===== config.mk =====
export PLATFORM = sky130hd
export DESIGN_NAME = iobs_top
export DESIGN_NICKNAME = d
export VERILOG_FILES = /design/src/verilog/iobs_pkg.sv /design/src/verilog/iobs_top.sv
export SDC_FILE = /design/constraint.sdc
export NUM_CORES = 1
export LEC_CHECK = 0
export ABC_AREA = 1
export BUFFER_PORTS_ARGS = -buffer_cell sky130_fd_sc_hd__buf_2
export CAP_MARGIN = 40
export CORE_UTILIZATION = 35
export DETAILED_ROUTE_END_ITERATION = 12
export HOLD_SLACK_MARGIN = 0.08
export SLEW_MARGIN = 20
export SYNTH_ARGS = -nofsm -noshare
export SYNTH_HDL_FRONTEND = slang
export SYNTH_SLANG_ARGS = --single-unit

===== constraint.sdc =====
create_clock -name hclk -period 3.15 [get_ports hclk]
set_clock_uncertainty 0.2 [all_clocks]
set_input_delay 0.1575 -clock hclk [delete_from_list [all_inputs] [get_ports hclk]]
set_output_delay 0.1575 -clock hclk [all_outputs]
set_load 0.005 [all_outputs]

===== src/verilog/iobs_pkg.sv =====
// constants for the board strap, decode and interrupt routing block
// Behaviour
// - select when A7..A3 match paddles two-six
// - wait paddle adds wait on selected cycles
// - handshake latch sets on falling strobe when off
// - base plus one returns baud paddles
// - loopback copies read input into output
// - only master controller answers acknowledge cycles
// - master drives PINT, slave drives vectored line
// - request inputs zero-two tie to lines zero-two
// - reset contact resets CPU and bus slaves
// - higher request still preempts one in service
// - equal or lower blocked until end command
package iobs_pkg;
    // register byte offsets on the register bus
    localparam logic [7:0] ADDR_SW_OFS = 8'h00;
    localparam logic [7:0] BAUD_SW_OFS = 8'h04;
    localparam logic [7:0] STRAP_OFS = 8'h08;
    localparam logic [7:0] STATUS_OFS = 8'h0c;
    // reset values: factory switch and jumper setting
    localparam logic [7:0] ADDR_SW_RST = 8'h1b;
    localparam logic [7:0] BAUD_SW_RST = 8'h2f;
    localparam logic [7:0] STRAP_RST = 8'h06;
    // address switch fields (bit n is paddle n+1)
    localparam int WAIT_BIT = 0;
    localparam int BASE_LSB = 1;
    localparam int POL0_BIT = 6;
    localparam int POL1_BIT = 7;
    // strap register fields
    localparam int LOOP_BIT = 0;
    localparam int MASTER_BIT = 1;
    localparam int DRIVE_BIT = 2;
    localparam int VLINE_LSB = 4;
    // baud port: paddles one to six wired, seven and eight open
    localparam logic [7:0] BAUD_WIRED = 8'h3f;
    // status register fields
    localparam int ST_ISR_LSB = 8;
    localparam int ST_CONTROLLER_REQUEST_OUTPUT_BIT = 16;
    localparam int ST_HS_LSB = 17;
    // board port offsets from base, bank zero
    localparam logic [2:0] P_HS = 3'h0;
    localparam logic [2:0] P_BAUD = 3'h1;
    localparam logic [2:0] P_AUX = 3'h3;
    localparam logic [2:0] P_MASK = 3'h5;
    localparam logic [2:0] P_EOS = 3'h6;
    localparam logic [2:0] P_BANK = 3'h7;
    localparam logic [2:0] BANK_ZERO = 3'h0;
    // interrupt vector upper bits, arbitrary value
    localparam logic [4:0] VEC_HI_RST = 5'h1f;
    localparam logic [2:0] IDLE_VEC = 3'h7;
endpackage


===== src/verilog/iobs_top.sv =====
// board strap, port decode, handshake and interrupt routing logic
module iobs_top #(
    parameter int NREQ = 8
) (
    input wire logic hclk,
    input wire logic hresetn,
    input wire logic hsel,
    input wire logic [31:0] haddr,
    input wire logic [1:0] htrans,
    input wire logic hwrite,
    input wire logic [2:0] hsize,
    input wire logic [31:0] hwdata,
    input wire logic hready,
    output logic hreadyout,
    output logic hresp,
    output logic [31:0] hrdata,
    input wire logic [7:0] bus_addr,
    input wire logic bus_io_rd,
    input wire logic bus_io_wr,
    input wire logic bus_inta,
    input wire logic [7:0] bus_dout,
    output logic [7:0] bus_din_q,
    output logic board_sel_q,
    output logic wait_req_q,
    input wire logic [7:0] aux_in,
    input wire logic [1:0] aux_stb,
    output logic [7:0] aux_out_q,
    output logic [1:0] hs_latch_q,
    input wire logic [2:0] vi_req,
    input wire logic [NREQ-1:3] board_req,
    output logic pint_oe_q,
    output logic [7:0] vi_oe_q,
    output logic controller_request_output,
    input wire logic reset_contact_input,
    output logic cpu_reset_q,
    output logic slave_reset_q
);
    // register bus state
    logic [7:0] addr_sw_q, addr_sw_d;
    logic [7:0] baud_sw_q, baud_sw_d;
    logic [7:0] strap_q, strap_d;
    logic wr_pend_q, wr_pend_d;
    logic [7:0] waddr_q, waddr_d;
    logic [31:0] hrdata_q, hrdata_d;
    // board port state
    logic sel_q, sel_d, wait_q, wait_d;
    logic [7:0] din_q, din_d, aux_out_d, aux_in_q, aux_in_d;
    logic [1:0] hs_q, hs_d, stb_q;
    logic [2:0] bank_q, bank_d;
    logic rst_c_q, rst_s_q;
    // controller state
    logic [NREQ-1:0] irr_q, mask_q, mask_d, isr_q, isr_d, elig;
    logic controller_request_output_q, controller_request_output_d, pint_q, pint_d;
    logic [7:0] vi_q, vi_d;
    logic [2:0] top_idx;
    logic top_any;
    logic [NREQ-1:0] block;
    // decode helpers
    logic match, io_cyc, in_bank0, eos_wr, ack;
    logic [1:0] stb_edge;

    // address phase taken only with the bus ready and a real transfer
    always_comb begin
        wr_pend_d = hsel & htrans[1] & hready & hwrite;
        waddr_d = wr_pend_d ? haddr[7:0] : waddr_q;
        addr_sw_d = addr_sw_q;
        baud_sw_d = baud_sw_q;
        strap_d = strap_q;
        hrdata_d = 32'h0000_0000;
        if (wr_pend_q) begin
            case (waddr_q)
                iobs_pkg::ADDR_SW_OFS: addr_sw_d = hwdata[7:0];
                iobs_pkg::BAUD_SW_OFS: baud_sw_d = hwdata[7:0];
                iobs_pkg::STRAP_OFS: strap_d = hwdata[7:0];
                default: ;
            endcase
        end
        // read data registered one cycle early, unmapped reads zero
        if (hsel & htrans[1] & hready & ~hwrite) begin
            case (haddr[7:0])
                iobs_pkg::ADDR_SW_OFS: hrdata_d[7:0] = addr_sw_q;
                iobs_pkg::BAUD_SW_OFS: hrdata_d[7:0] = baud_sw_q;
                iobs_pkg::STRAP_OFS: hrdata_d[7:0] = strap_q;
                iobs_pkg::STATUS_OFS: begin
                    hrdata_d[7:0] = irr_q;
                    hrdata_d[iobs_pkg::ST_ISR_LSB +: 8] = isr_q;
                    hrdata_d[iobs_pkg::ST_CONTROLLER_REQUEST_OUTPUT_BIT] = controller_request_output_q;
                    hrdata_d[iobs_pkg::ST_HS_LSB +: 2] = hs_q;
                end
                default: hrdata_d = 32'h0000_0000;
            endcase
        end
    end

    always_ff @(posedge hclk or negedge hresetn) begin
        if (!hresetn) begin
            addr_sw_q <= iobs_pkg::ADDR_SW_RST;
            baud_sw_q <= iobs_pkg::BAUD_SW_RST;
            strap_q <= iobs_pkg::STRAP_RST;
            wr_pend_q <= 1'b0;
            waddr_q <= 8'h00;
            hrdata_q <= 32'h0000_0000;
        end else begin
            addr_sw_q <= addr_sw_d;
            baud_sw_q <= baud_sw_d;
            strap_q <= strap_d;
            wr_pend_q <= wr_pend_d;
            waddr_q <= waddr_d;
            hrdata_q <= hrdata_d;
        end
    end

    // zero-wait slave, always OKAY
    assign hreadyout = 1'b1;
    assign hresp = 1'b0;
    assign hrdata = hrdata_q;

    // highest pending request not blocked by anything in service
    always_comb begin
        block = '0;
        for (int i = 1; i < NREQ; i++) begin
            block[i] = block[i-1] | isr_q[i-1];
        end
        // a request at or below the top in-service level stays blocked
        elig = irr_q & ~mask_q & ~block & ~isr_q;
        top_any = |elig;
        top_idx = iobs_pkg::IDLE_VEC;
        for (int i = NREQ - 1; i >= 0; i--) begin
            if (elig[i]) begin
                top_idx = 3'(i);
            end
        end
    end

    // port decode: base on A7..A3, eight ports below it
    always_comb begin
        match = 1'b1;
        for (int i = 0; i < 5; i++) begin
            // paddle on means the address bit reads zero
            if (bus_addr[7-i] == addr_sw_q[iobs_pkg::BASE_LSB + i]) begin
                match = 1'b0;
            end
        end
        io_cyc = bus_io_rd | bus_io_wr;
        in_bank0 = bank_q == iobs_pkg::BANK_ZERO;
        ack = bus_inta & strap_q[iobs_pkg::MASTER_BIT];
        eos_wr = io_cyc & match & bus_io_wr & in_bank0 &
                 bus_addr[2:0] == iobs_pkg::P_EOS;
        // latch edge polarity per paddle
        stb_edge[0] = addr_sw_q[iobs_pkg::POL0_BIT] ?
                      (aux_stb[0] & ~stb_q[0]) :
                      (~aux_stb[0] & stb_q[0]);
        stb_edge[1] = addr_sw_q[iobs_pkg::POL1_BIT] ?
                      (aux_stb[1] & ~stb_q[1]) :
                      (~aux_stb[1] & stb_q[1]);
    end

    // board ports: select, wait, data returned, aux latches
    always_comb begin
        sel_d = io_cyc & match;
        wait_d = addr_sw_q[iobs_pkg::WAIT_BIT] & (sel_d | ack);
        din_d = 8'h00;
        aux_out_d = aux_out_q;
        aux_in_d = stb_edge[0] ? aux_in : aux_in_q;
        hs_d = hs_q | stb_edge;
        bank_d = bank_q;
        if (sel_d & bus_io_rd) begin
            case (bus_addr[2:0])
                iobs_pkg::P_HS: din_d = in_bank0 ? {6'h00, hs_q} : 8'h00;
                iobs_pkg::P_BAUD: begin
                    if (in_bank0) begin
                        din_d = baud_sw_q & iobs_pkg::BAUD_WIRED;
                    end
                end
                iobs_pkg::P_AUX: begin
                    if (in_bank0) begin
                        din_d = aux_in_q;
                        // reading takes the input, the set edge wins
                        hs_d[0] = stb_edge[0];
                        if (strap_q[iobs_pkg::LOOP_BIT]) begin
                            aux_out_d = aux_in_q;
                        end
                    end
                end
                iobs_pkg::P_MASK: din_d = in_bank0 ? mask_q : 8'h00;
                iobs_pkg::P_EOS: din_d = in_bank0 ? isr_q : 8'h00;
                iobs_pkg::P_BANK: din_d = {5'h00, bank_q};
                default: din_d = 8'h00;
            endcase
        end else if (sel_d & bus_io_wr) begin
            case (bus_addr[2:0])
                iobs_pkg::P_AUX: begin
                    if (in_bank0) begin
                        aux_out_d = bus_dout;
                        hs_d[1] = stb_edge[1];
                    end
                end
                iobs_pkg::P_BANK: bank_d = bus_dout[2:0];
                default: ;
            endcase
        end else if (ack) begin
            // an empty acknowledge falls back to the lowest level
            din_d = {iobs_pkg::VEC_HI_RST, top_idx};
        end
    end

    always_ff @(posedge hclk or negedge hresetn) begin
        if (!hresetn) begin
            sel_q <= 1'b0;
            wait_q <= 1'b0;
            din_q <= 8'h00;
            aux_out_q <= 8'h00;
            aux_in_q <= 8'h00;
            hs_q <= 2'b00;
            // history idles high so a falling strobe right after reset counts
            stb_q <= 2'b11;
            bank_q <= 3'h0;
            rst_c_q <= 1'b0;
            rst_s_q <= 1'b0;
        end else begin
            sel_q <= sel_d;
            wait_q <= wait_d;
            din_q <= din_d;
            aux_out_q <= aux_out_d;
            aux_in_q <= aux_in_d;
            hs_q <= hs_d;
            stb_q <= aux_stb;
            bank_q <= bank_d;
            rst_c_q <= reset_contact_input;
            rst_s_q <= reset_contact_input;
        end
    end

    // controller: service register, mask, request routing
    always_comb begin
        isr_d = isr_q;
        mask_d = mask_q;
        if (ack & top_any) begin
            isr_d[top_idx] = 1'b1;
        end
        if (eos_wr) begin
            // end command retires only the top level in service
            for (int i = NREQ - 1; i >= 0; i--) begin
                if (isr_q[i] & ~block[i]) begin
                    isr_d[i] = 1'b0;
                end
            end
        end
        if (sel_d & bus_io_wr & in_bank0 &
            bus_addr[2:0] == iobs_pkg::P_MASK) begin
            mask_d = bus_dout;
        end
        controller_request_output_d = top_any;
        // master routes to PINT, slave to the chosen vectored line
        pint_d = top_any & strap_q[iobs_pkg::DRIVE_BIT] &
                 strap_q[iobs_pkg::MASTER_BIT];
        vi_d = 8'h00;
        if (~strap_q[iobs_pkg::MASTER_BIT]) begin
            vi_d[strap_q[iobs_pkg::VLINE_LSB +: 3]] = top_any;
        end
    end

    always_ff @(posedge hclk or negedge hresetn) begin
        if (!hresetn) begin
            irr_q <= '0;
            isr_q <= '0;
            mask_q <= '0;
            controller_request_output_q <= 1'b0;
            pint_q <= 1'b0;
            vi_q <= 8'h00;
        end else begin
            irr_q <= {board_req, vi_req};
            isr_q <= isr_d;
            mask_q <= mask_d;
            controller_request_output_q <= controller_request_output_d;
            pint_q <= pint_d;
            vi_q <= vi_d;
        end
    end

    assign bus_din_q = din_q;
    assign board_sel_q = sel_q;
    assign wait_req_q = wait_q;
    assign hs_latch_q = hs_q;
    assign pint_oe_q = pint_q;
    assign vi_oe_q = vi_q;
    assign controller_request_output = controller_request_output_q;
    assign cpu_reset_q = rst_c_q;
    assign slave_reset_q = rst_s_q;

    // checks on decode, wait, latches and routing
    AST_SEL: assert property (@(posedge hclk) disable iff (!hresetn)
        io_cyc && bus_addr[7:3] == ~{addr_sw_q[1], addr_sw_q[2],
        addr_sw_q[3], addr_sw_q[4], addr_sw_q[5]} |=> board_sel_q)
        else $error("matched cycle not selected");
    AST_NOSEL: assert property (@(posedge hclk) disable iff (!hresetn)
        bus_addr[7:3] != ~{addr_sw_q[1], addr_sw_q[2],
        addr_sw_q[3], addr_sw_q[4], addr_sw_q[5]} |=> !board_sel_q)
        else $error("unmatched cycle selected");
    AST_WAIT: assert property (@(posedge hclk) disable iff (!hresetn)
        board_sel_q |-> wait_req_q == $past(addr_sw_q[0]))
        else $error("wait state not following paddle");
    AST_NEGSTB: assert property (@(posedge hclk) disable iff (!hresetn)
        !addr_sw_q[6] && $fell(aux_stb[0]) |=> hs_latch_q[0])
        else $error("falling strobe missed");
    AST_POSSTB: assert property (@(posedge hclk) disable iff (!hresetn)
        addr_sw_q[6] && hs_q[0] == 1'b0 && $fell(aux_stb[0])
        && !$stable(addr_sw_q) == 1'b0 |=> !hs_latch_q[0])
        else $error("falling strobe set rising latch");
    AST_BAUD: assert property (@(posedge hclk) disable iff (!hresetn)
        sel_d && bus_io_rd && in_bank0 && bus_addr[2:0] == 3'h1
        |=> bus_din_q == {2'b00, $past(baud_sw_q[5:0])})
        else $error("baud port wrong");
    AST_LOOP: assert property (@(posedge hclk) disable iff (!hresetn)
        sel_d && bus_io_rd && in_bank0 && bus_addr[2:0] == 3'h3
        && strap_q[0] |=> aux_out_q == $past(aux_in_q))
        else $error("loopback not captured");
    AST_SLAVE: assert property (@(posedge hclk) disable iff (!hresetn)
        bus_inta && !strap_q[1] && !eos_wr |=> $stable(isr_q))
        else $error("slave answered acknowledge");
    AST_PINT: assert property (@(posedge hclk) disable iff (!hresetn)
        !strap_q[1] |=> !pint_oe_q)
        else $error("slave drove PINT");
    AST_MAP: assert property (@(posedge hclk) disable iff (!hresetn)
        ##1 irr_q[2:0] == $past(vi_req))
        else $error("request lines not mapped");
    AST_RST: assert property (@(posedge hclk) disable iff (!hresetn)
        reset_contact_input |=> cpu_reset_q && slave_reset_q)
        else $error("reset contact not fanned out");
    AST_BLOCK: assert property (@(posedge hclk) disable iff (!hresetn)
        isr_q != '0 && (irr_q & ~mask_q &
        ((isr_q & (~isr_q + 1'b1)) - 1'b1)) == '0
        |=> !controller_request_output)
        else $error("request passed top level in service");
    AST_NEST: assert property (@(posedge hclk) disable iff (!hresetn)
        ack && top_any && !eos_wr
        |=> $countones(isr_q) == $countones($past(isr_q)) + 1)
        else $error("preempting request not taken");
    AST_EOS: assert property (@(posedge hclk) disable iff (!hresetn)
        eos_wr && !ack && isr_q != '0
        |=> $countones(isr_q) == $countones($past(isr_q)) - 1)
        else $error("end command did not retire one level");
    AST_VEC: assert property (@(posedge hclk) disable iff (!hresetn)
        ack && !top_any && !io_cyc
        |=> bus_din_q == {iobs_pkg::VEC_HI_RST, iobs_pkg::IDLE_VEC})
        else $error("empty acknowledge vector wrong");
endmodule


* Word-level counts from Yosys, hierarchy flattened
Cells that the tools add are included.
** Operators by class
- Order comparisons :: 4
- Equal/unequal tests :: 18
- Mux-type cells :: 55
- Bitwise gates (word level) :: 56
- Reductions and logical operators :: 13
** Operators with widths (number)
- two-way mux 8 bit :: 16
- case mux 8 bit (6 select lines) :: 1
- AND 8 bit :: 4
- case mux 8 bit (4 select lines) :: 1
- AND 1 bit :: 26
- two-way mux 1 bit :: 25
- == test 8 x 4 -> 1 bit, second input constant :: 3
- NOT 8 bit :: 3
- two-way mux 19 bit :: 1
- two-way mux 3 bit :: 6
- == test 8 x 3 -> 1 bit, second input constant :: 2
- logical NOT 8 bit :: 2
- NOT 1 bit :: 13
- two-way mux 11 bit :: 1
- == test 3 bit, second input constant :: 3
- less-than comparator 3 x 4 -> 1 bit, second input constant :: 2
- OR 1 bit :: 8
- OR 8 bit :: 1
- OR reduction 8 bit :: 1
- demux 1 bit (select 3 bit) :: 2
- greater-or-equal comparator 3 x 1 -> 1 bit, second input constant :: 2
- logical NOT 3 bit :: 2
- two-way mux 6 bit :: 1
- inequality test 2 bit, second input constant :: 3
- other kinds (10) :: 17
** Storage, ports and cells
- Register bits after elaboration :: 133
- Input bits :: 112
- Word-level logic and storage cells :: 167

* Logic depth before layout (Yosys ltp)
Gate-level depths: netlist of run 1.
- Word-level depth :: 24
- Mapped depth :: 11

* Least setup slack after synthesis of run 1
No wires, ideal clock.
- Path kind :: flip-flop to flip-flop
- Start point :: register addr_sw_q[4]
- End point :: register isr_q[7]
- Setup time :: 0.127 ns
- Arrival :: 1.437 ns
- Slack :: 1.386 ns
- Stages on the path, launching flop included :: 11
- Buffers on the path :: 0
- Period minus slack after synthesis :: 1.764 ns
- Path through :: dfstp_2 > xor2_1 > nand2_1 > nor2_2 > nand2_2 > nor2_4 > nand2_2 > nor2_2 > nand2_1 > nand2_1 > o21ai_0
** On the way
- Longest elaborated chain between the ends :: 8
** Ends and longest elaborated chain
- start: declaration :: RTL line iobs_top.sv:39 : logic [7:0] addr_sw_q, addr_sw_d;
- start signal: assignment :: RTL line iobs_top.sv:97 : addr_sw_q <= iobs_pkg::ADDR_SW_RST;
- start signal: assignment :: RTL line iobs_top.sv:104 : addr_sw_q <= addr_sw_d;
- == test 1 bit :: RTL line iobs_top.sv:140 : if (bus_addr[7-i] == addr_sw_q[iobs_pkg::BASE_LSB + i]) begin
- two-way mux 1 bit (2 in series) :: RTL line iobs_top.sv:140
- AND 1 bit (4 in series) :: RTL line iobs_top.sv:147 : eos_wr = io_cyc & match & bus_io_wr & in_bank0 &
- two-way mux 8 bit :: RTL line iobs_top.sv:241 : if (eos_wr) begin
- via isr_d[7] :: RTL line iobs_top.sv:52 : logic [NREQ-1:0] irr_q, mask_q, mask_d, isr_q, isr_d, elig;
- end signal: assignment :: RTL line iobs_top.sv:273 : isr_q <= isr_d;
- end: declaration :: RTL line iobs_top.sv:52
The timed path passes the listed nets, and every way through them passes these cells.
A chain may end at the register's enable or synchronous reset.

* Worst setup path in the final report of run 1
- Start point :: register addr_sw_q[3]
- End point :: register aux_out_q[1]
** On the way
- Longest elaborated chain between the ends :: 8
- Elaborated cells between the ends (all ways) :: 13
** Ends and longest elaborated chain
- == test 1 bit (*) :: RTL line iobs_top.sv:140
- two-way mux 1 bit (*) (3 in series) :: RTL line iobs_top.sv:140
- AND 1 bit (*) :: RTL line iobs_top.sv:160 : sel_d = io_cyc & match;
- via sel_d :: RTL line iobs_top.sv:46 : logic sel_q, sel_d, wait_q, wait_d;
- AND 1 bit, on equally long branches :: RTL line iobs_top.sv:190, iobs_top.sv:167
- inequality test 2 bit (no line) / nonzero test 2 bit (equally long branches)
- AND reduction 5 bit (no line)
- end signal: assignment :: RTL line iobs_top.sv:224 : aux_out_q <= aux_out_d;
- end: declaration :: RTL line iobs_top.sv:27 : output logic [7:0] aux_out_q,
The timed path passes the listed nets; every way through them passes the cells marked *.

==> out/results.tsv, run 1 <==
metric	value	unit
Fmax achieved	0.338	GHz
area grow syn2layout	33.8	%
final setup fails	0	
Overflow after GRT	0	
Synth top area share	0.499	
htree depth	4	
total CTS buffers	17	
largest net degree at the start of global routing	73	
FF-to-FF setup slack	190	ps
Final nets	887	
Die Wd	126	um
RSZ-0062 raised after global routing	false	
num rows	44	
CP Max Fanout	9	
Avg Cell Area, Syn	8.92	um2
worst-path cell with the longest stage delay	dlygate4sd3_1	
worst vdd ir	0.391	mV
GRT Total Usage	0.204	
setup TNS	0	ps
critical path's largest stage delay	630	ps
Avg WL per Cell	15.6	um
Root Buffer	clkbuf_16	
gpl congestion	0.962	
starting density of the core	0.364	
share of cells above drive strength 1	0.237	
Final Cycle Share	0.940	
setup bufs post-CTS	0	
DRT antenna net count	0	
max_cap viols	0	
Storage cell area	3020	um2
drt total wl	15200	um
worst min path class	in2async	
CP Class	reg2reg	
drc violations	0	
Via density	4.85	
chip height	126	um
DP Worst Slack	1060	ps
worst-margin pin slew	662	ps
Seq/Total Area, Yosys	0.562	
Post-Synthesis Cells	602	
First DRT Iteration DRCs	307	
area of the multi-input gates	1870	um2
Yosys cell types	39	
# clock sinks	120	
Arr. time, crit path	3070	ps
vias in the first global route	4679	
CORE AREA	14800	um2
Power Dens Cells	650	nW/um2
Yosys top cell by area	dfrtp_1	
IO buf count	110	
Cell Area, Synth	5370	um2
CTS Buffer Depth	2	
final antenna diode count	0	
Ports	178	
Slew Viols, Final	0	
drt pass-1 iters	5	
yosys warns	0	
fin crit period	2960	ps
most common cell in the synthesized netlist	nand2_1	
CP endpoint kind	flip-flop	
overall power	4.67	mW
die footprint	15800	um2
M1 wire length	6470	um
Worst Path Required	3250	ps
CP Launch Type	flip-flop	
CTS clk-pin slew, worst paths	60	ps
fin worst setup slack	190	ps
Max transition margin	0.558	
Area contributors post-synth	dfrtp_1, nand2_1, dfstp_2, inv_1, o21ai_0	
outcome	complete, no violations	
FILL cells	1380	
initial antenna violation count	0	
P_leak	3.81	nW
endpoints failing hold	0	
total number of vias	4711	
global-route wire length before repair	24300	um
WL met3	726	um
ys flop type	dfrtp_1	
clock latency on the worst-skew pair	430	ps
max layer used	met4	
Post-synth EDFFs	0	
Seq cells post-synth	120	
commonest cells in the synthesized netlist	nand2_1, dfrtp_1, inv_1, o21ai_0, nor2_1	
met2 wire length	7790	um
Synth async-reset ratio	1.00	
HPWL Detailed	10900	um
cells along the critical path	xnor2_1, nor2_1, dlygate4sd3_1, nand2_2, dlygate4sd3_1, inv_1, and2_2, inv_2, nand2_1, nand2_1	
TritonCTS clock tree	yes	
final timing paths:
path                                      to  depth (start not counted)         start
worst min-delay path            aux_out_q[6]                          2       hresetn
worst max register to register  aux_out_q[1]                         10  addr_sw_q[3]
min in group hclk                 hrdata[14]                          5     htrans[1]
worst max-delay path            aux_out_q[1]                         10  addr_sw_q[3]
worst min register to register  aux_out_q[5]                          2  aux_out_q[5]
max in group asynchronous       addr_sw_q[0]                          3       hresetn
area by class of cell:
cell class	count	area share
Tap cell	184	0.0320
Clock buffer	17	0.0592
Inverter	96	0.0501
Sequential cell	120	0.420
Clock inverter	15	0.0216
Timing Repair Buffer	167	0.157
Multi-Input combinational cell	373	0.260
per-stage QoR:
step                      utilization  std cells  cell area, um2  hold slack (ps)
final                           0.487        972            7190             94.3
after global routing            0.487        972            7190              127
after CTS                       0.487        972            7180             97.1
after detailed placement        0.411        886            6060             24.8
after global placement          0.411        886            6060             6.29
after floorplan                     -        615            5420             -338
critical path, delay by kind of cell, from the launching register on:
kind / cells / cell delay (ps)
xor+xnor: 1 / 60
buf+inv: 4 / 1400
flops: 1 / 540
simple gates: 5 / 640
what timing repair did:
item | CTS | global route
hold endpoints to repair | 138 | 0
resized for setup | 0 | 1
hold buffers | 54 | 0
setup endpoints to repair | 0 | 8
power by group:
part	leakage (nW)	internal [mW]	switching [mW]	total [mW]
sequential	1.47	1.83	0.183	2.02
clock	0.267	1.16	0.736	1.90
combinational	2.07	0.313	0.449	0.762
per-layer routing:
layer / up-vias / global-route usage
li1: 2277 / -
met5: - / 0
met2: 145 / 0.358
met4: 0 / 0.0659
met1: 2267 / 0.245
met3: 22 / 0.0514
layout by cell type, fill, tap and decap left out, types with 6 or more instances in the layout:
cell type / count
conb_1: 15
nor3_1: 16
buf_2: 109
inv_1: 89
inv_2: 6
dfstp_2: 13
clkinvlp_4: 6
dlygate4sd3_1: 54
dfrtp_1: 107
o21ai_1: 8
a21oi_1: 10
clkbuf_16: 17
nand2_1: 123
nand4_1: 9
o21ai_0: 52
o221ai_1: 8
nor2_1: 50
o22ai_1: 23
nand3_1: 22
flip-flops by register name, summed over array words and instances (netlist names), 3 cells and up:
name       flops
irr_q          8
waddr_q        8
bank_q         3
hrdata        19
isr_q          8
strap_q        8
aux_in_q       8
mask_q         8
baud_sw_q      8
addr_sw_q      8
bus_din_q      8
vi_oe_q        8
aux_out_q      8
kinds of logic after synthesis:
| kind of cell | after synthesis | share of synthesized area |
|---|---|---|
| other | 2 | 0.00140 |
| AND/OR/NAND/NOR | 243 | 0.209 |
| buffers and inverters | 122 | 0.0993 |
| multiplexers | 2 | 0.00419 |
| XOR/XNOR | 4 | 0.00653 |
| flip-flops | 120 | 0.562 |
| AO/OA/AOI/OAI | 109 | 0.117 |
Note: power is estimated with default switching activity, not from simulation.
==> run 2: changes to the inputs <==
--- a/config.mk
+++ b/config.mk
@@ -11,6 +11,7 @@
 export CORE_UTILIZATION = 35
 export DETAILED_ROUTE_END_ITERATION = 12
 export HOLD_SLACK_MARGIN = 0.08
+export SETUP_SLACK_MARGIN = 0.2
 export SLEW_MARGIN = 20
 export SYNTH_ARGS = -nofsm -noshare
 export SYNTH_HDL_FRONTEND = slang
==> out/results.tsv, run 2 (same netlist as run 1, synthesis figures left out) <==
metric	value	unit	change
outcome	complete, no violations		
Avg WL per Cell	15.7	um	+0.23%
critical path's largest stage delay	570	ps	-60 ps
Clk pwr share	0.406		about the same
CORE AREA	14800	um2	unchanged
internal power	3.30	mW	about the same
Arr. time, crit path	2600	ps	-470 ps
Reg2Reg Depth	9		-1
num rows	44		unchanged
M1 wire length	6420	um	-0.73%
switching pwr	1.36	mW	-0.27%
worst vdd ir	0.392	mV	+0.16%
CTS clk-pin slew, worst paths	60	ps	about the same
Reg power frac	0.432		about the same
die footprint	15800	um2	unchanged
worst hold start	bus_addr[4]		
hold endpoint	board_sel_q		
worst-path cell with the longest stage delay	dlygate4sd3_1		
First DRT Iteration DRCs	257		-16%
Max transition margin	0.558		+0.000654
cells along the critical path	xnor2_1, nor2_1, dlygate4sd3_1, nand2_2, inv_1, and2_1, inv_2, nand2_1, nand2_1		
TritonCTS clock tree	yes		
WL met3	815	um	+12%
most common cell after layout, fill and taps aside	nand2_1		
commonest cells after routing, fill and taps aside	nand2_1, buf_2, dfrtp_1, inv_1, dlygate4sd3_1		
endpoints failing hold	0		unchanged
final setup fails	0		unchanged
total number of vias	4776		+1.4%
Die Wd	126	um	unchanged
fin crit period	2490	ps	-469 ps
Hold Path Depth	6		
starting density of the core	0.364		unchanged
Final Cycle Share	0.791		-0.149
Slew Viols, Final	0		unchanged
CP Max Fanout	9		unchanged
CP Launch Type	flip-flop		
# clock sinks	120		unchanged
IO buf count	110		unchanged
RSZ-0062 raised after global routing	false		
worst-margin pin slew	663	ps	+0.993 ps
max FFs per register	19		unchanged
htree depth	4		unchanged
CTS Buffer Depth	2		unchanged
gpl congestion	0.962		unchanged
HPWL Detailed	10900	um	unchanged
DRT antenna net count	0		unchanged
drt total wl	15200	um	+0.23%
r2r endpoint	aux_out_q[1]		
setup TNS	0	ps	unchanged
Critical Path Most Common Cell	nand2_1		
Sw Ratio	0.292		-0.000474
Ports	178		unchanged
Overflow after GRT	0		unchanged
drt pass-1 iters	5		unchanged
final antenna diode count	0		unchanged
clock latency on the worst-skew pair	430	ps	about the same
Power Dens Cells	650	nW/um2	about the same
met2 wire length	7800	um	+0.19%
max_cap viols	0		unchanged
FF-to-FF setup slack	660	ps	+470 ps
CP endpoint kind	flip-flop		
chip height	126	um	unchanged
origin of the critical flop-to-flop path	addr_sw_q[3]		
GRT Total Usage	0.204		about the same
largest net degree at the start of global routing	73		unchanged
global-route wire length before repair	24300	um	unchanged
Combinational Power Share	0.162		about the same
P_leak	3.81	nW	about the same
CP Class	reg2reg		
share of cells above drive strength 1	0.236		-0.00127
max layer used	met4		
total CTS buffers	17		unchanged
vias in the first global route	4685		+0.13%
Root Buffer	clkbuf_16		
area grow syn2layout	33.8	%	about the same
overall power	4.67	mW	-0.11%
Fmax achieved	0.401	GHz	+19%
Final nets	887		unchanged
drc violations	0		unchanged
Worst Path Required	3260	ps	about the same
initial antenna violation count	0		unchanged
Via density	4.91		+1.4%
worst min path class	in2reg		
[run 2: worst max-delay path by stage]
stage / from / endpoint
5_1_grt: addr_sw_q[3] / aux_out_q[6]
4_1_cts: addr_sw_q[3] / aux_out_q[1]
3_5_place_dp: addr_sw_q[4] / aux_out_q[1]
3_3_place_gp: addr_sw_q[4] / aux_out_q[3]
2_1_floorplan: addr_sw_q[4] / isr_q[7]
6_report: addr_sw_q[3] / aux_out_q[1]
[run 2: timing repair]
| action | 4_1_cts | 5_1_grt |
|---|---|---|
| endpoints found under the hold margin | 138 | 0 |
| hold buffers | 54 | 0 |
| gates resized for setup | 0 | 0 |
| buffers inserted | 0 | 0 |
[run 2: stage by stage]
step | setup WS [ps] | std cells | cell area (um2) | hold slack, ps | util
after floorplan | 1390 | 615 | 5420 | -338 | -
after global placement | 1100 | 886 | 6060 | 6.29 | 0.411
after detailed placement | 1060 | 886 | 6060 | 24.8 | 0.411
after CTS | 672 | 972 | 7180 | 83.8 | 0.487
after global routing | 476 | 972 | 7180 | 122 | 0.487
final | 659 | 972 | 7180 | 84.1 | 0.487
[run 2: layout make-up]
class | count | area (um2)
clock buffer | 17 | 425
clock inverter | 15 | 155
fill | 1381 | 7570
inverter | 96 | 360
multi-input combinational | 373 | 1870
sequential | 120 | 3020
tap | 184 | 230
timing repair buffer | 167 | 1130
[run 2: layer usage]
| layer | up-vias | global-route usage |
|---|---|---|
| met4 | 0 | 0.0659 |
| met3 | 22 | 0.0514 |
| met5 | - | 0 |
| met2 | 162 | 0.358 |
| met1 | 2314 | 0.244 |
| li1 | 2278 | - |
[run 2: power by group through the flow]
stage	clock network (mW)	logic, mW	registers (mW)
4_1_cts	1.92	0.759	2.01
3_5_place_dp	0	0.694	2.04
5_1_grt	1.99	0.861	2.05
2_1_floorplan	0	0.433	1.99
3_3_place_gp	0	0.677	2.02
6_report	1.90	0.757	2.02
[run 2: critical path: cells and delay by family (launching register included)]
| family | cells | cell delay (ps) |
|---|---|---|
| buf+inv | 3 | 820 |
| simple gates | 5 | 740 |
| flops | 1 | 540 |
| xor+xnor | 1 | 60 |
